### config.mk
export PLATFORM = sky130hd
export DESIGN_NAME = rsp_csr_bank
export DESIGN_NICKNAME = d
export VERILOG_FILES = /design/src/common/rsp_csr_pkg.sv /design/src/rsp_csr_bank.sv
export SDC_FILE = /design/constraint.sdc
export NUM_CORES = 1
export LEC_CHECK = 0
export BUFFER_PORTS_ARGS = -buffer_cell sky130_fd_sc_hd__clkbuf_2
export CORE_ASPECT_RATIO = 1.1
export CORE_UTILIZATION = 35
export DETAILED_ROUTE_END_ITERATION = 6
export HOLD_SLACK_MARGIN = 0.1
export PLACE_DENSITY = 0.67
export SETUP_SLACK_MARGIN = 0.5
export SYNTH_ARGS = -nofsm -noshare
export SYNTH_HDL_FRONTEND = slang
export SYNTH_SLANG_ARGS = --single-unit
### constraint.sdc
create_clock -name core_clk -period 2.6 [get_ports core_clk]
set_clock_uncertainty 0.2 [all_clocks]
set_input_delay 0.26 -clock core_clk [delete_from_list [all_inputs] [get_ports core_clk]]
set_output_delay 0.26 -clock core_clk [all_outputs]
set_load 0.02 [all_outputs]
### src/common/rsp_csr_pkg.sv
// package with offsets, field positions, reset values and carrier types of the serial port register bank
package rsp_csr_pkg;

    // register byte offsets
    localparam logic [16:0] OFS_CFG_BASE0     = 17'h0_0058; // local config base, low half
    localparam logic [16:0] OFS_CFG_BASE1     = 17'h0_005c; // local config base, high half
    localparam logic [16:0] OFS_BASE_ID       = 17'h0_0060; // base_identifier
    localparam logic [16:0] OFS_HOST_LOCK     = 17'h0_0068; // host_identifier_lock
    localparam logic [16:0] OFS_COMP_LABEL    = 17'h0_006c; // component_label
    localparam logic [16:0] OFS_FEAT_HDR      = 17'h0_0100; // serial_feature_header
    localparam logic [16:0] OFS_LINK_TO       = 17'h0_0120; // link_timeout_value
    localparam logic [16:0] OFS_RESP_TO       = 17'h0_0124; // response_timeout_value
    localparam logic [16:0] OFS_GEN_CTRL      = 17'h0_013c; // port_general_control
    localparam logic [16:0] OFS_ERR_STAT      = 17'h0_0158; // port_error_status
    localparam logic [16:0] OFS_LANE_CTRL     = 17'h0_015c; // port_lane_control
    localparam logic [16:0] OFS_INT_FLAGS     = 17'h1_0080; // maintenance_interrupt_flags
    localparam logic [16:0] OFS_INT_ENABLE    = 17'h1_0084; // interrupt enables
    localparam logic [16:0] OFS_PW_CTRL       = 17'h1_0250; // port-write receive control

    // fixed read values
    localparam logic [15:0] LARGE_ID_VALUE    = 16'hffff;
    localparam logic [15:0] NEXT_BLOCK_PTR    = 16'h0000;
    localparam logic [15:0] FEATURE_BLOCK_ID  = 16'h0001;
    localparam logic [1:0]  LANE_CAPACITY     = 2'b01;   // four-lane build

    // reset values
    localparam logic [7:0]  SMALL_ID_RST      = 8'hff;
    localparam logic [15:0] HOST_ID_RST       = 16'hffff;
    localparam logic [31:0] LABEL_RST         = 32'h0000_0000;
    localparam logic [23:0] TIMEOUT_RST       = 24'h0f_ffff;
    localparam logic [2:0]  OVERRIDE_RST      = 3'b000;

    // lane override codes
    localparam logic [2:0]  OVR_NONE          = 3'b000;
    localparam logic [2:0]  OVR_LANE0         = 3'b010;
    localparam logic [2:0]  OVR_LANE2         = 3'b011;

    // general control bit positions
    localparam int GC_HOST      = 31;
    localparam int GC_PERMIT    = 30;
    localparam int GC_DISCOVER  = 29;

    // error/status bit positions
    localparam int ES_OUT_RTY_SEEN  = 20;
    localparam int ES_OUT_RTY_STUCK = 19;
    localparam int ES_OUT_RTY_HALT  = 18;
    localparam int ES_OUT_ERR_SEEN  = 17;
    localparam int ES_OUT_ERR_HALT  = 16;
    localparam int ES_IN_RTY_HALT   = 10;
    localparam int ES_IN_ERR_SEEN   = 9;
    localparam int ES_IN_ERR_HALT   = 8;
    localparam int ES_FATAL         = 2;
    localparam int ES_LINK_OK       = 1;
    localparam int ES_TRAINING      = 0;

    // lane control bit positions
    localparam int LC_CAP_LSB     = 30;
    localparam int LC_TRAINED_LSB = 27;
    localparam int LC_OVR_LSB     = 24;
    localparam int LC_SHUTDOWN    = 23;
    localparam int LC_TX_EN       = 22;
    localparam int LC_RX_EN       = 21;
    localparam int LC_CHK_OFF     = 20;
    localparam int LC_MULTICAST   = 19;
    localparam int LC_SERIAL      = 0;

    // maintenance interrupt bit positions
    localparam int MI_PW_ERROR    = 6;
    localparam int MI_PW_DROPPED  = 5;
    localparam int MI_PW_STORED   = 4;
    localparam int MI_WRITE_MISS  = 1;
    localparam int MI_READ_MISS   = 0;
    localparam logic [6:0] MI_USED_MASK = 7'h73;

    localparam int PW_ACCEPT_BIT  = 0;

    // register port request
    typedef struct packed {
        logic        wr;     // write strobe
        logic        rd;     // read strobe
        logic [16:0] addr;   // byte address
        logic [31:0] wdata;  // write data
    } rsp_req_t;

    // register port answer
    typedef struct packed {
        logic        rvalid; // read data valid, one cycle
        logic [31:0] rdata;  // read data
    } rsp_resp_t;

    // link and port-write events and live states from the port logic
    typedef struct packed {
        logic       out_retry_evt;
        logic       out_error_evt;
        logic       in_error_evt;
        logic       fatal_evt;
        logic       out_retry_stuck;
        logic       out_retry_halt;
        logic       out_error_halt;
        logic       in_retry_halt;
        logic       in_error_halt;
        logic       link_ok;
        logic       link_training;
        logic [2:0] trained_width;
        logic       pw_arrive;
        logic       pw_read_done;
        logic       pw_error_evt;
        logic       tx_write_miss;
        logic       tx_read_miss;
    } rsp_stat_t;

    // controls driven to the port logic
    typedef struct packed {
        logic [7:0]  small_system_identifier;
        logic [15:0] host_identifier;
        logic [23:0] link_timeout;
        logic [23:0] resp_timeout;
        logic        host_role;
        logic        request_issue_permit;
        logic [2:0]  lane_override;
        logic        port_shutdown;
        logic        tx_issue_enable;
        logic        rx_accept_enable;
        logic        error_check_off;
        logic        force_reinit;
        logic        pw_store;
        logic        pw_drop;
    } rsp_ctrl_t;

endpackage

### src/rsp_csr_bank.sv
// register bank of the serial port: identifiers, feature block, port control/status, maintenance interrupt
// Operation
// - local config base registers always read zero
// - writable small id, fixed all-ones large id
// - host id resets all ones, write once
// - component label fully writable, resets zero
// - feature header reads zero pointer, fixed id
// - 24-bit time-out values, low byte zero
// - bit 31 selects host or agent role
// - bit 30 request permit stored and output
// - sticky retry/error flags, write one clears
// - live halt and stuck states read only
// - unrecoverable error drops enables, sets flag
// - link ok, training reported; bit4 zero
// - lane capacity and trained width readable
// - lane override field, reserved codes refused
// - shutdown falling edge forces link reinit
// - transmit enable limits issue, resets one
// - receive enable limits accepted requests
// - error check off disables error handling
// - interrupt output from enabled set flags
// - port-write dropped when disabled or pending
// - window miss flags for writes, reads
// - separate interrupt enable register, resets zero
// - port-write accept enable resets one
`timescale 1ns/1ps
module rsp_csr_bank
    import rsp_csr_pkg::*;
(
    input  wire logic      core_clk,
    input  wire logic      rst_n,
    input  wire rsp_req_t  reg_req,
    output rsp_resp_t      reg_resp,
    input  wire rsp_stat_t port_stat,
    output rsp_ctrl_t      port_ctrl,
    output logic           mnt_irq
);

    // all state of the bank
    typedef struct packed {
        logic [7:0]  small_id;        // small system id
        logic [15:0] host_id;         // initialising host id
        logic        host_locked;     // host id written once
        logic [31:0] label;           // component label
        logic [23:0] link_to;         // link time-out
        logic [23:0] resp_to;         // response time-out
        logic        host_role;       // host or agent
        logic        req_permit;      // request issue permit
        logic        discovered;      // discovered marker
        logic        out_rty_seen;    // sticky retry seen
        logic        out_err_seen;    // sticky output error
        logic        in_err_seen;     // sticky input error
        logic        fatal_err;       // sticky fatal error
        logic [2:0]  lane_ovr;        // lane override
        logic        shutdown;        // port shutdown
        logic        tx_en;           // transmit issue enable
        logic        rx_en;           // receive accept enable
        logic        chk_off;         // error checking off
        logic        multicast;       // multicast bit, stored only
        logic [6:0]  int_flags;       // maintenance interrupt flags
        logic [6:0]  int_en;          // interrupt enables
        logic        pw_accept;       // port-write accept enable
        logic        pw_pending;      // stored port-write not yet read
        logic        force_reinit;    // reinit pulse
        logic        pw_store;        // port-write store pulse
        logic        pw_drop;         // port-write drop pulse
        logic [31:0] rdata;           // read data
        logic        rvalid;          // read valid pulse
    } rsp_state_t;

    rsp_state_t state_reg;           // registered state
    rsp_state_t state_next;          // next state

    // write-one-to-clear with the event winning over the clear
    function automatic logic w1c(input logic cur, input logic evt, input logic clr);
        w1c = evt | (cur & ~clr);
    endfunction

    // address match used by both read and write decode
    function automatic logic hit(input logic [16:0] a, input logic [16:0] ofs);
        hit = (a == ofs);
    endfunction

    // read mux of the whole map
    function automatic logic [31:0] read_word(input rsp_state_t s, input rsp_stat_t st, input logic [16:0] a);
        logic [31:0] d;
        d = 32'h0000_0000;
        if (hit(a, OFS_CFG_BASE0) || hit(a, OFS_CFG_BASE1)) begin
            d = 32'h0000_0000;
        end else if (hit(a, OFS_BASE_ID)) begin
            d = {8'h00, s.small_id, LARGE_ID_VALUE};
        end else if (hit(a, OFS_HOST_LOCK)) begin
            d = {16'h0000, s.host_id};
        end else if (hit(a, OFS_COMP_LABEL)) begin
            d = s.label;
        end else if (hit(a, OFS_FEAT_HDR)) begin
            d = {NEXT_BLOCK_PTR, FEATURE_BLOCK_ID};
        end else if (hit(a, OFS_LINK_TO)) begin
            d = {s.link_to, 8'h00};
        end else if (hit(a, OFS_RESP_TO)) begin
            d = {s.resp_to, 8'h00};
        end else if (hit(a, OFS_GEN_CTRL)) begin
            // role, permit and discovered marker, rest reserved
            d[GC_HOST]     = s.host_role;
            d[GC_PERMIT]   = s.req_permit;
            d[GC_DISCOVER] = s.discovered;
        end else if (hit(a, OFS_ERR_STAT)) begin
            // sticky flags from state, halt states live from the port
            d[ES_OUT_RTY_SEEN]  = s.out_rty_seen;
            d[ES_OUT_RTY_STUCK] = st.out_retry_stuck;
            d[ES_OUT_RTY_HALT]  = st.out_retry_halt;
            d[ES_OUT_ERR_SEEN]  = s.out_err_seen;
            d[ES_OUT_ERR_HALT]  = st.out_error_halt;
            d[ES_IN_RTY_HALT]   = st.in_retry_halt;
            d[ES_IN_ERR_SEEN]   = s.in_err_seen;
            d[ES_IN_ERR_HALT]   = st.in_error_halt;
            d[ES_FATAL]         = s.fatal_err;
            d[ES_LINK_OK]       = st.link_ok;
            d[ES_TRAINING]      = st.link_training;
        end else if (hit(a, OFS_LANE_CTRL)) begin
            // fixed capacity, live trained width, stored controls
            d[LC_CAP_LSB+:2]     = LANE_CAPACITY;
            d[LC_TRAINED_LSB+:3] = st.trained_width;
            d[LC_OVR_LSB+:3]     = s.lane_ovr;
            d[LC_SHUTDOWN]       = s.shutdown;
            d[LC_TX_EN]          = s.tx_en;
            d[LC_RX_EN]          = s.rx_en;
            d[LC_CHK_OFF]        = s.chk_off;
            d[LC_MULTICAST]      = s.multicast;
            d[LC_SERIAL]         = 1'b1;
        end else if (hit(a, OFS_INT_FLAGS)) begin
            d[6:0] = s.int_flags;
        end else if (hit(a, OFS_INT_ENABLE)) begin
            d[6:0] = s.int_en;
        end else if (hit(a, OFS_PW_CTRL)) begin
            d[PW_ACCEPT_BIT] = s.pw_accept;
        end
        read_word = d;
    endfunction

    // next-state logic
    always_comb begin
        logic        wr;         // write strobe
        logic [31:0] wd;         // write data
        logic [16:0] a;          // byte address
        logic        chk;        // error checking active
        logic [6:0]  evt;        // interrupt flag events
        logic [6:0]  clr;        // interrupt flag clears
        logic        accept_pw;  // port-write taken this cycle
        // request fields and defaults for every local
        wr = reg_req.wr;
        wd = reg_req.wdata;
        a  = reg_req.addr;
        chk = ~state_reg.chk_off;
        evt = 7'h00;
        clr = 7'h00;
        accept_pw = 1'b0;
        state_next = state_reg;
        // pulses last a single cycle
        state_next.force_reinit = 1'b0;
        state_next.pw_store     = 1'b0;
        state_next.pw_drop      = 1'b0;

        // register writes, one register per cycle
        // read-only and unmapped offsets fall through untouched
        if (wr && hit(a, OFS_BASE_ID)) begin
            state_next.small_id = wd[23:16];
        end else if (wr && hit(a, OFS_HOST_LOCK)) begin
            if (!state_reg.host_locked) begin
                state_next.host_id     = wd[15:0];
                state_next.host_locked = 1'b1;
            end
        end else if (wr && hit(a, OFS_COMP_LABEL)) begin
            state_next.label = wd;
        end else if (wr && hit(a, OFS_LINK_TO)) begin
            state_next.link_to = wd[31:8];
        end else if (wr && hit(a, OFS_RESP_TO)) begin
            state_next.resp_to = wd[31:8];
        end else if (wr && hit(a, OFS_GEN_CTRL)) begin
            state_next.host_role  = wd[GC_HOST];
            state_next.req_permit = wd[GC_PERMIT];
            state_next.discovered = wd[GC_DISCOVER];
        end else if (wr && hit(a, OFS_LANE_CTRL)) begin
            if (wd[LC_OVR_LSB+:3] == OVR_NONE || wd[LC_OVR_LSB+:3] == OVR_LANE0
                || wd[LC_OVR_LSB+:3] == OVR_LANE2) begin
                state_next.lane_ovr = wd[LC_OVR_LSB+:3];
            end
            state_next.shutdown  = wd[LC_SHUTDOWN];
            state_next.tx_en     = wd[LC_TX_EN];
            state_next.rx_en     = wd[LC_RX_EN];
            state_next.chk_off   = wd[LC_CHK_OFF];
            state_next.multicast = wd[LC_MULTICAST];
            // shutdown released: restart training from silence
            state_next.force_reinit = state_reg.shutdown & ~wd[LC_SHUTDOWN];
        end else if (wr && hit(a, OFS_INT_ENABLE)) begin
            state_next.int_en = wd[6:0] & MI_USED_MASK;
        end else if (wr && hit(a, OFS_PW_CTRL)) begin
            state_next.pw_accept = wd[PW_ACCEPT_BIT];
        end

        // sticky port error/status flags, error events ignored with checking off
        state_next.out_rty_seen = w1c(state_reg.out_rty_seen, port_stat.out_retry_evt,
                                      wr && hit(a, OFS_ERR_STAT) && wd[ES_OUT_RTY_SEEN]);
        state_next.out_err_seen = w1c(state_reg.out_err_seen, chk & port_stat.out_error_evt,
                                      wr && hit(a, OFS_ERR_STAT) && wd[ES_OUT_ERR_SEEN]);
        state_next.in_err_seen  = w1c(state_reg.in_err_seen, chk & port_stat.in_error_evt,
                                      wr && hit(a, OFS_ERR_STAT) && wd[ES_IN_ERR_SEEN]);
        state_next.fatal_err    = w1c(state_reg.fatal_err, chk & port_stat.fatal_evt,
                                      wr && hit(a, OFS_ERR_STAT) && wd[ES_FATAL]);
        // unrecoverable error shuts both directions, overriding a same-cycle write
        if (chk && port_stat.fatal_evt) begin
            state_next.tx_en = 1'b0;
            state_next.rx_en = 1'b0;
        end

        // port-write arrival: drop when not accepting or previous one unread
        // pending is tested before a same-cycle read-out clears it
        accept_pw = port_stat.pw_arrive & state_reg.pw_accept & ~state_reg.pw_pending;
        state_next.pw_store = accept_pw;
        state_next.pw_drop  = port_stat.pw_arrive & ~accept_pw;
        if (accept_pw) begin
            state_next.pw_pending = 1'b1;
        end else if (port_stat.pw_read_done) begin
            state_next.pw_pending = 1'b0;
        end

        // maintenance interrupt flags
        evt = 7'h00;
        evt[MI_PW_ERROR]   = port_stat.pw_error_evt;
        evt[MI_PW_DROPPED] = port_stat.pw_arrive & ~accept_pw;
        evt[MI_PW_STORED]  = accept_pw;
        evt[MI_WRITE_MISS] = port_stat.tx_write_miss;
        evt[MI_READ_MISS]  = port_stat.tx_read_miss;
        clr = (wr && hit(a, OFS_INT_FLAGS)) ? wd[6:0] : 7'h00;
        for (int i = 0; i < 7; i++) begin
            state_next.int_flags[i] = MI_USED_MASK[i] & w1c(state_reg.int_flags[i], evt[i], clr[i]);
        end

        // read answer, registered, unmapped reads zero
        // data is zero outside the answer cycle
        state_next.rvalid = reg_req.rd;
        state_next.rdata  = reg_req.rd ? read_word(state_reg, port_stat, a) : 32'h0000_0000;
    end

    // state register
    always_ff @(posedge core_clk or negedge rst_n) begin
        if (!rst_n) begin
            state_reg              <= '0;
            state_reg.small_id     <= SMALL_ID_RST;
            state_reg.host_id      <= HOST_ID_RST;
            state_reg.label        <= LABEL_RST;
            state_reg.link_to      <= TIMEOUT_RST;
            state_reg.resp_to      <= TIMEOUT_RST;
            state_reg.lane_ovr     <= OVERRIDE_RST;
            state_reg.tx_en        <= 1'b1;
            state_reg.rx_en        <= 1'b1;
            state_reg.pw_accept    <= 1'b1;
        end else begin
            state_reg <= state_next;
        end
    end

    // outputs
    always_comb begin
        reg_resp.rvalid = state_reg.rvalid;
        reg_resp.rdata  = state_reg.rdata;
        port_ctrl.small_system_identifier = state_reg.small_id;
        port_ctrl.host_identifier         = state_reg.host_id;
        port_ctrl.link_timeout            = state_reg.link_to;
        port_ctrl.resp_timeout            = state_reg.resp_to;
        port_ctrl.host_role               = state_reg.host_role;
        port_ctrl.request_issue_permit    = state_reg.req_permit;
        port_ctrl.lane_override           = state_reg.lane_ovr;
        port_ctrl.port_shutdown           = state_reg.shutdown;
        port_ctrl.tx_issue_enable         = state_reg.tx_en;
        port_ctrl.rx_accept_enable        = state_reg.rx_en;
        port_ctrl.error_check_off         = state_reg.chk_off;
        port_ctrl.force_reinit            = state_reg.force_reinit;
        port_ctrl.pw_store                = state_reg.pw_store;
        port_ctrl.pw_drop                 = state_reg.pw_drop;
        mnt_irq = |(state_reg.int_flags & state_reg.int_en);
    end

endmodule

==> metrics, run 1 <==
post-synth design cell area=around 8400 um^2; root buf cell=sky130_fd_sc_hd__clkbuf_16; pwr dens=approximately 530 nW/um^2; final clock period utilization by the worst path=between 70 and 80%; CTS tree=done; number of buffers created by CTS=17; run status=completed; die span in y=between 150 and 200 um; Yosys warning count=0; vias after detailed routing=just under 6000; count of max-cap constraint violations=0; starting utilization of the core area=35.53%; DRC Markers=0; clk sink count=~170; global-route wire length before repair=between 30000 and 40000 um; Slew headroom=61.70%; top-level port count=190; highest fanout seen on the critical path=16; async set or reset register ratio after synthesis=100.0%; CTS Buffer Depth=2; pin count of the biggest net entering global routing=slightly above 60; full die area=24600 um^2; stage delay of the slowest cell on the critical path=approximately 570 ps; Fmax achieved=around 500 MHz; Post-Syn Instances=679; row count=59; most common cell after layout, fill and taps aside=sky130_fd_sc_hd__clkbuf_2; core outline area=around 24000 um^2; sequential share of the synthesized area=51.09%; Routability Congestion=just over 0.8; share of cells above drive strength 1=between 50% and 60%; Critical R2R Capture=port_ctrl[5]; total global routing overflow=0; setup repair after global routing missed its margin=false; Layout Cell Area excl Fill=approximately 10000 um^2; number of library cell types mapped by synthesis=between 60 and 70; FF-to-FF path depth=3; final critical path time including I/O delays and setup=2011 ps; flop2flop setup slack=slightly below 800 ps; origin of the critical flop-to-flop path=port_ctrl[3]; critical path capture point type=flip-flop; chain of cells forming the critical path=clkbuf_2, or4_4, nand3b_4, nor3_4, buf_4, a22o_1, a221oi_1, o21ai_0; vias in the first global route=around 5900; post-synthesis area per instance=around 12 um^2; dominant delay contributor by cell family on the critical path=simple AND/OR/NAND/NOR gates; DRT antenna net count=0; crit path buf inv count=2; Port Buffer Count=about 190; Total GRT Usage=between 10% and 20%; area share of the leading cell type in the synthesized netlist=30.11%; final wirelength=approximately 22000 um; max-slew violation count=0; HPWL reported at the end of detailed placement=~15000 um; commonest cells after routing, fill and taps aside=sky130_fd_sc_hd__clkbuf_2, sky130_fd_sc_hd__dfrtp_1, sky130_fd_sc_hd__mux2_2; H-tree depth=4; library cell occupying the most area in the post-synthesis netlist=sky130_fd_sc_hd__dfrtp_1; layout overhead on the synthesized area=21.91%; dominant synthesized flop cell=sky130_fd_sc_hd__dfrtp_1; Crit path required time=between 2000 and 3000 ps; count of routing violations after the opening detailed-route iteration=approximately 340; total cell area at the placement stage=9064 um^2; flip-flop and latch area=about 4300 um^2; Fillers=between 2000 and 2500; LEAKAGE=4.973 nW; Crit path arrival time=2130 ps; Antenna Cells=0; number of iterations in the first detailed-routing pass=5; Total Negative Setup Slacks=0 ps; die width=149.7 um; register clock-pin slew on the reported worst setup and hold paths=70 ps; synthesized netlist net count=approximately 750; final hold violations=0; final setup violating endpoints=0; Wirelength per Cell=18.99 um; worst setup path category=primary input to flip-flop; antenna violations before repair=0; Skew-Pair Late Insertion Delay=430 ps; number of nets in the finished design=~910; Peak supply drop=0.3801 mV; multi-input gate area in the final layout=3069 um^2; type of origin of the critical path=primary input; type of the tightest min-delay check=primary input to async pin; number of enable flip-flop cells after synthesis=0; Vias/cell=between 4 and 5; Critical Path Stages=8; max FFs per register=84; pin slew with the least headroom to its limit=approximately 570 ps; cell at the slowest stage of the critical path=sky130_fd_sc_hd__or4_4; dominant cells by area after synthesis=sky130_fd_sc_hd__dfrtp_1, sky130_fd_sc_hd__dfstp_2, sky130_fd_sc_hd__mux2_2, sky130_fd_sc_hd__buf_4, sky130_fd_sc_hd__mux2_4; number of storage elements in the synthesis netlist=~170
[synth_stat cells, drive strengths merged (2+ instances only)]
| master | number |
|---|---|
| and2 | 2 |
| a21boi | 3 |
| nor3 | 13 |
| a21o | 7 |
| nor4 | 6 |
| a211oi | 9 |
| nor4b | 4 |
| a22o | 2 |
| o211ai | 3 |
| clkbuf | 7 |
| and2b | 2 |
| nand4 | 3 |
| buf | 139 |
| a21oi | 9 |
| nor3b | 2 |
| a31oi | 2 |
| a22oi | 12 |
| o31ai | 2 |
| o21ai | 29 |
| nor2 | 29 |
| a221oi | 9 |
| or4 | 2 |
| inv | 6 |
| dfstp | 67 |
| dfrtp | 101 |
| and3 | 2 |
| mux2 | 119 |
| a221o | 17 |
| nand3 | 18 |
| o22ai | 6 |
| mux2i | 2 |
| nand2b | 3 |
| nand2 | 30 |
[cell families (layout without fill, tap and decap cells)]
group,count (synthesis),count (layout),synth area share (%)
flip-flops,168,168,51.09
multiplexers,121,121,17.55
AND/OR/NAND/NOR,123,123,8.676
AO/OA/AOI/OAI,115,115,9.779
buffers and inverters,152,325,12.91
[repair_timing]
item	CTS	global route
setup buffers	0	1
resized for setup	0	4
hold buffers	55	0
setup endpoints to repair	0	24
endpoints found under the hold margin	254	0
[report_power, final]
| group | internal, mW | total, mW | switching (mW) | leakage [nW] |
|---|---|---|---|---|
| Combinational | 0.126 | 0.299 | 0.173 | 2.64 |
| Clock | 1.37 | 2.51 | 1.14 | 0.285 |
| Sequential | 2.62 | 2.62 | 0.000752 | 2.05 |
| Total | 4.11 | 5.43 | 1.32 | 4.97 |
[worst max path at each step]
stage | from | endpoint | slack [ps]
2_1_floorplan | reg_req[35] | port_ctrl[56] | 400
3_3_place_gp | reg_req[33] | reg_resp[8] | 140
3_5_place_dp | reg_req[33] | reg_resp[10] | 100
4_1_cts | reg_req[43] | state_reg[51] | 540
5_1_grt | reg_req[44] | state_reg[51] | 500
6_report | reg_req[33] | reg_resp[19] | 590
[metal layers]
layer / wire length (um) / GRT usage (%) / vias to the layer above
met5: 0 / 0 / -
li1: - / - / 2657
met1: 9584 / 23.21 / 2917
met3: 1275 / 4.337 / 22
met2: 10720 / 30.28 / 176
met4: 388 / 6.657 / 0
[per-stage QoR]
step                total power, mW  util (%)  hold slack, ps  std cells  setup slack, ps
global placement              2.904     38.37           2.440       1069            137.5
detailed placement            2.907     38.37           6.814       1069            96.98
global route                  5.621     43.32           126.5       1157            504.6
CTS                           5.501     43.17           108.6       1156            536.5
floorplan                     2.722         -          -235.6        679            399.1
finish                        5.427     43.32           119.4       1157            588.9
[cell type report]
cell class,count,share of cell area [%]
clock buffers,18,4.194
repair buffers,287,18.45
well taps,305,3.730
inverters,6,0.2201
flip-flops and latches,168,41.91
clock inverters,14,1.504
multi-input cells,359,30.00
Power figures use the tool's default switching activity.
==> inputs of run 2 (changes only) <==
--- a/config.mk
+++ b/config.mk
@@ -5,6 +5,7 @@
 export SDC_FILE = /design/constraint.sdc
 export NUM_CORES = 1
 export LEC_CHECK = 0
+export ABC_AREA = 1
 export BUFFER_PORTS_ARGS = -buffer_cell sky130_fd_sc_hd__clkbuf_2
 export CORE_ASPECT_RATIO = 1.1
 export CORE_UTILIZATION = 35
==> constraint.sdc (replaced) <==
create_clock -name core_clk -period 1.95 [get_ports core_clk]
set_clock_uncertainty 0.2 [all_clocks]
set_input_delay 0.195 -clock core_clk [delete_from_list [all_inputs] [get_ports core_clk]]
set_output_delay 0.195 -clock core_clk [all_outputs]
set_load 0.02 [all_outputs]
==> run 2 against run 1 <==
Effect of this change:
- global-route usage is 5.1 points higher
- flip-flop and latch count unchanged
- worst setup slack worse by 430 ps
- design area rose by 42%
- clock power grew 37%
- largest power group unchanged
- highest routed layer unchanged
==> metrics, run 2 <==
final clock period utilization by the worst path=between 90% and 100%; wire length on met1=12430 um (+30%); most numerous cell in the Yosys netlist=sky130_fd_sc_hd__nand2_1; type of the tightest min-delay check=primary input to async pin; final critical path time including I/O delays and setup=1787 ps; worst setup path category=flip-flop to output port; synthesized netlist net count=1027 (+37%); number of storage elements in the synthesis netlist=168 (unchanged); setup repair after global routing missed its margin=true; Vias/cell=5.171 (+3.7%); H-tree depth=4 (unchanged); LEAKAGE=7.018 nW (+41%); die span in y=163.0 um (-0.84%); Antenna Cells=0 (unchanged); Post-Syn Instances=955 (+41%); Port Buffer Count=189 (unchanged); min setup slack post-route=163.2 ps (-425.7 ps); vias after detailed routing=8300 (+44%); Layout Cell Area excl Fill=14580 um^2 (+42%); Synth Area in Adders=0% (unchanged); core outline area=23000 um^2 (-2.6%); Wirelength per Cell=20.53 um (+8.1%); DRC Markers=0 (unchanged); HPWL reported at the end of detailed placement=16990 um (+11%); Yosys warning count=0 (unchanged); area share of the leading cell type in the synthesized netlist=30.63% (+0.52 points); CTS tree=done; sequential share of the synthesized area=51.96% (+0.88 points); DRT antenna net count=0 (unchanged); number of buffers created by CTS=17 (unchanged); area fraction in compound gates after synthesis=14.12% (+4.3 points); row count=58 (-1.7%); number of cells in the finished layout apart from fillers=1605 (+39%); critical path capture point type=output port; die width=148.4 um (-0.84%); max-slew violation count=0 (unchanged); number of library cell types mapped by synthesis=32 (-48%); run status=completed; multi-input gate area in the final layout=4020 um^2 (+31%); max FFs per register=84 (unchanged); final wirelength=32950 um (+50%); async set or reset register ratio after synthesis=100.0% (unchanged); pin slew with the least headroom to its limit=543.4 ps (-31.01 ps); most numerous cell types in the synthesized netlist=sky130_fd_sc_hd__nand2_1, sky130_fd_sc_hd__o21ai_0, sky130_fd_sc_hd__buf_4, sky130_fd_sc_hd__dfrtp_1, sky130_fd_sc_hd__dfstp_2; number of iterations in the first detailed-routing pass=6 (+1); Routability Congestion=0.8920 (+11%); routed wire length on met2=17080 um (+59%); post-synthesis area per instance=8.640 um^2 (-30%); type of origin of the critical path=flip-flop; vias in the first global route=7791 (+33%); simple-gate share of the synthesized area=17.65% (+9.0 points); Total Negative Setup Slacks=0 ps (unchanged); number of nets in the finished design=1364 (+50%); met3 wire length=1921 um (+51%); Peak supply drop=0.5531 mV (+46%); share of cells above drive strength 1=61.38% (+6.7 points); Fillers=1682 (-24%); synthesized-area fraction occupied by xor and xnor cells=0% (unchanged); flip-flop and latch area=4289 um^2 (about the same); total cell area at the placement stage=9114 um^2 (+0.55%); overall power of the completed layout=7.398 mW (+36%); top layer in use=met4; Crit path arrival time=1390 ps (-740 ps); antenna violations before repair=0 (unchanged); count of max-cap constraint violations=0 (unchanged); dominant cells by area after synthesis=sky130_fd_sc_hd__dfrtp_1, sky130_fd_sc_hd__dfstp_2, sky130_fd_sc_hd__buf_4, sky130_fd_sc_hd__nand2_1, sky130_fd_sc_hd__o21ai_0; pin count of the biggest net entering global routing=52 (-16%); Slew headroom=63.77% (+2.1 points); full die area=24200 um^2 (-1.7%); root buf cell=sky130_fd_sc_hd__clkbuf_16; Fmax achieved=approximately 560 MHz; final setup violating endpoints=0 (unchanged); dominant synthesized flop cell=sky130_fd_sc_hd__dfrtp_1; dominant combinational cell family by area after synthesis=simple AND/OR/NAND/NOR gates; most common cell after layout, fill and taps aside=sky130_fd_sc_hd__buf_4; starting utilization of the core area=35.87% (+0.34 points); total global routing overflow=0 (unchanged); Worst Hold Margin=72.64 ps (-46.78 ps); flop2flop setup slack=460 ps (-320 ps); register clock-pin slew on the reported worst setup and hold paths=80 ps (about the same); post-synth design cell area=8252 um^2 (-1.7%); Crit path required time=1550 ps (-1170 ps); multiplexer area fraction after synthesis=0% (-18 points); top-level port count=190 (unchanged); global-route wire length before repair=42190 um (+26%); final hold violations=0 (unchanged); commonest cells after routing, fill and taps aside=sky130_fd_sc_hd__buf_4, sky130_fd_sc_hd__nand2_1, sky130_fd_sc_hd__clkbuf_2; count of routing violations after the opening detailed-route iteration=410 (+20%); highest fanout seen on the critical path=3 (-13); Skew-Pair Late Insertion Delay=440 ps (about the same); number of enable flip-flop cells after synthesis=0 (unchanged); pwr dens=507.5 nW/um^2 (-4.3%); Finished Core Util=63.37% (+20 points); worst-case setup slack after placement=-77.68 ps (-174.7 ps); number of buffers added to fix hold violations after cts=54 (-1.8%); clk sink count=168 (unchanged); layout overhead on the synthesized area=76.66%; CTS Buffer Depth=2 (unchanged); count of placed standard cells including taps=1341 (+25%); Total GRT Usage=23.39% (+5.1 points); library cell occupying the most area in the post-synthesis netlist=sky130_fd_sc_hd__dfrtp_1
## run 2: changes by cell type in the layout (fill, tap and decap cells not counted), sizes merged, moves of 31 or more
| cell | change |
|---|---|
| buf | +238 |
| nand2 | +213 |
| inv | +58 |
| o21ai | +125 |
| a21oi | +31 |
| mux2 | -119 |
| clkbuf | -50 |
## run 2: where the power goes
group          total (mW)  switching (mW)  internal, mW
sequential           3.50         0.00141          3.50
clock                3.43            1.44          1.99
combinational       0.474           0.287         0.187
total                7.40            1.72          5.67
## run 2: layout make-up
type,instances,area share (%)
clock inverters,7,0.6437
inverters,74,2.180
clock buffers,25,3.330
repair inverters,1,0.05150
well taps,300,2.575
flip-flops and latches,168,29.42
multi-input cells,562,27.58
repair buffers,468,34.22
## run 2: cell families (layout without fill, tap and decap cells)
group / count (synthesis) / count (layout)
and+or+nand+nor: 341 / 342
buffers and inverters: 226 / 575
AOI/OAI and AO/OA: 220 / 220
DFF: 168 / 168
## run 2: path summary, 6_finish.rpt
check | from | depth (start not counted) | endpoint
worst max-delay path | state_reg[39] | 5 | mnt_irq
worst min-delay path | rst_n | 2 | state_reg[141]
worst max register to register | state_reg[37] | 8 | reg_resp[0]
worst min register to register | state_reg[61] | 2 | state_reg[61]
max in group asynchronous | rst_n | 3 | port_ctrl[20]
min in group core_clk | reg_req[41] | 7 | state_reg[37]
## run 2: what timing repair did
item,4_1_cts,5_1_grt
pin swaps,42,67
cloned,18,18
endpoints found under the setup margin,167,233
resized for setup,255,454
buffers inserted,96,46
hold endpoints to repair,262,2
## run 2: worst max-delay path: stages, from the launching register on
cell and delay [ps]:
sky130_fd_sc_hd__dfrtp_1 410, sky130_fd_sc_hd__nand2_2 80, sky130_fd_sc_hd__nand2_2 50, sky130_fd_sc_hd__a221oi_2 180, sky130_fd_sc_hd__nand2_1 90, sky130_fd_sc_hd__clkbuf_8 160
## run 2: routing by layer
layer  vias to the layer above  global-route usage (%)
met5                         -                       0
met4                         0                   11.62
met3                       108                   4.944
met2                       377                   40.93
met1                      4121                   26.99
li1                       3694                       -
==> inputs of run 3 (changes only) <==
--- a/config.mk
+++ b/config.mk
@@ -6,12 +6,13 @@
 export NUM_CORES = 1
 export LEC_CHECK = 0
 export ABC_AREA = 1
-export BUFFER_PORTS_ARGS = -buffer_cell sky130_fd_sc_hd__clkbuf_2
+export ABC_CLOCK_PERIOD_IN_PS = 1950
 export CORE_ASPECT_RATIO = 1.1
 export CORE_UTILIZATION = 35
 export DETAILED_ROUTE_END_ITERATION = 6
+export DONT_BUFFER_PORTS = 1
 export HOLD_SLACK_MARGIN = 0.1
-export PLACE_DENSITY = 0.67
+export PLACE_DENSITY = 0.6
 export SETUP_SLACK_MARGIN = 0.5
 export SYNTH_ARGS = -nofsm -noshare
 export SYNTH_HDL_FRONTEND = slang
==> run 3 against run 2 <==
Effect of this change:
- critical path type unchanged
- sequential power about the same
- the flow now finishes with violations (negative hold slack)
- utilization is 19 points lower
- worst setup slack gained 110 ps
- largest power group unchanged
- clock power decreased by 2%
==> metrics, run 3 (synthesis gave the netlist of run 2 again) <==
run status=finished, violations left; failing checks=negative hold slack; flop2flop setup slack=510 ps (+50 ps); final setup violating endpoints=0 (unchanged); pwr dens=692.5 nW/um^2 (+36%); pin slew with the least headroom to its limit=455.9 ps (-87.51 ps); Worst Hold Margin=-733.1 ps (-805.7 ps); critical path capture point type=output port; full die area=24200 um^2 (unchanged); FF-to-FF path depth=8 (unchanged); die span in y=163.0 um (unchanged); die width=148.4 um (unchanged); type of the tightest min-delay check=primary input to async pin; pin count of the biggest net entering global routing=169 (+230%); crit path from=state_reg[38]; chain of cells forming the critical path=nand2_1, nand2_1, a221oi_2, nand2_2; count of placed standard cells including taps=1138 (-15%); highest fanout seen on the critical path=2 (-1); core outline area=23000 um^2 (unchanged); DRT antenna net count=0 (unchanged); antenna violations before repair=0 (unchanged); most common cell after layout, fill and taps aside=sky130_fd_sc_hd__nand2_1; CTS Buffer Depth=2 (unchanged); Peak supply drop=0.4896 mV (-11%); Port Buffer Count=0 (-100%); final clock period utilization by the worst path=85.86% (-5.8 points); global-route wire length before repair=35040 um (-17%); clk sink count=168 (unchanged); DRC Markers=0 (unchanged); setup repair after global routing missed its margin=true; cell at the slowest stage of the critical path=sky130_fd_sc_hd__dfrtp_1; final hold violations=280 (+280); Fmax achieved=597.3 MHz (+6.7%); top-level port count=190 (unchanged); Slew headroom=69.60% (+5.8 points); Crit path arrival time=1280 ps (-110 ps); number of buffers created by CTS=17 (unchanged); Total GRT Usage=19.37% (-4.0 points); Antenna Cells=0 (unchanged); Critical R2R Capture=reg_resp[0]; row count=58 (unchanged); Routability Congestion=0.8141 (-8.7%); CTS tree=done; number of cells in the finished layout apart from fillers=1281 (-20%); HPWL reported at the end of detailed placement=15870 um (-6.6%); Total Negative Setup Slacks=0 ps (unchanged); final critical path time including I/O delays and setup=1674 ps (-112.6 ps); type of origin of the critical path=flip-flop; min setup slack post-route=275.8 ps (+112.6 ps); total global routing overflow=0 (unchanged); worst setup path category=flip-flop to output port; share of cells above drive strength 1=29.56% (-32 points); Wirelength per Cell=19.68 um (-4.2%); commonest cells after routing, fill and taps aside=sky130_fd_sc_hd__nand2_1, sky130_fd_sc_hd__dfrtp_1, sky130_fd_sc_hd__o21ai_0; Crit path required time=1550 ps (about the same); vias in the first global route=5999 (-23%); LEAKAGE=4.542 nW (-35%); CP endpoint=mnt_irq; register clock-pin slew on the reported worst setup and hold paths=60 ps (-20 ps); number of iterations in the first detailed-routing pass=5 (-1); origin of the critical flop-to-flop path=state_reg[37]; final wirelength=25210 um (-24%); vias after detailed routing=6318 (-24%); count of max-cap constraint violations=0 (unchanged); starting utilization of the core area=35.87% (unchanged); max FFs per register=84 (unchanged); Skew-Pair Late Insertion Delay=430 ps (about the same); worst-case setup slack after placement=-0.7961 ps (+76.88 ps); number of nets in the finished design=1040 (-24%); count of routing violations after the opening detailed-route iteration=379 (-7.6%); root buf cell=sky130_fd_sc_hd__clkbuf_16; critical path's most frequent cell=sky130_fd_sc_hd__nand2_1; Vias/cell=4.932 (-4.6%); number of buffers added to fix hold violations after cts=54 (unchanged); stage delay of the slowest cell on the critical path=380 ps (-30 ps); max-slew violation count=0 (unchanged); H-tree depth=4 (unchanged); layout overhead on the synthesized area=24.18%
==> run 3: cell types whose count changed in the layout (fill, tap and decap cells not counted), sizes merged <==
cell	change
buf	-201
inv	-1
bufbuf	-1
nand2	+2
clkinvlp	+1
nand3	-1
clkbuf	-124
clkinv	+1
==> run 3: area by class of cell <==
class	instances	area, um^2
repair buffers	143	1628
well taps	300	375.4
fillers	2191	12760
flip-flops and latches	168	4289
inverters	74	327.8
clock buffers	24	471.7
repair inverters	1	6.256
multi-input cells	563	3049
clock inverters	8	100.1
==> run 3: layer usage <==
metal / part of all wire (%) / wire (um) / up-vias / track usage [%]
li1: - / - / 3019 / -
met1: 42 / 10670 / 3111 / 23.30
met2: 50 / 12620 / 165 / 33.31
met3: 6.3 / 1585 / 23 / 5.279
met4: 1.3 / 324 / 0 / 6.467
met5: 0 / 0 / - / 0
==> run 3: stage by stage <==
stage | util, % | instance area, um^2 | total power [mW]
after global placement | 34.80 | 8006 | 3.693
after detailed placement | 34.80 | 8006 | 3.694
after global routing | 44.54 | 10250 | 7.346
final | 44.54 | 10250 | 7.096
after CTS | 39.93 | 9186 | 7.170
after floorplan | - | 8452 | 3.655
==> run 3: worst min path at each step <==
stage,slack [ps],end,start
global placement,-290,port_ctrl[1],rst_n
global route,-760,state_reg[39],rst_n
floorplan,-300,port_ctrl[0],rst_n
CTS,-750,state_reg[136],rst_n
detailed placement,-290,port_ctrl[1],rst_n
finish,-730,port_ctrl[1],rst_n
==> run 3: timing repair <==
| action | 4_1_cts | 5_1_grt |
|---|---|---|
| endpoints found under the setup margin | 59 | 175 |
| gates resized for setup | 8 | 137 |
| pin swaps | 5 | 44 |
| gates cloned | 0 | 14 |
| hold endpoints to repair | 331 | 301 |
| setup buffers | 6 | 37 |
==> run 3: report_power, final <==
group          switching (mW)  internal [mW]
logic                   0.133          0.110
registers             0.00459           3.50
clock network            1.40           1.95
total                    1.54           5.56
==> run 3: critical path: cells and delay by family, from the launching register on <==
family | cells | cell delay [ps]
AOI/OAI and AO/OA | 1 | 210
and+or+nand+nor | 3 | 270
DFF | 1 | 380
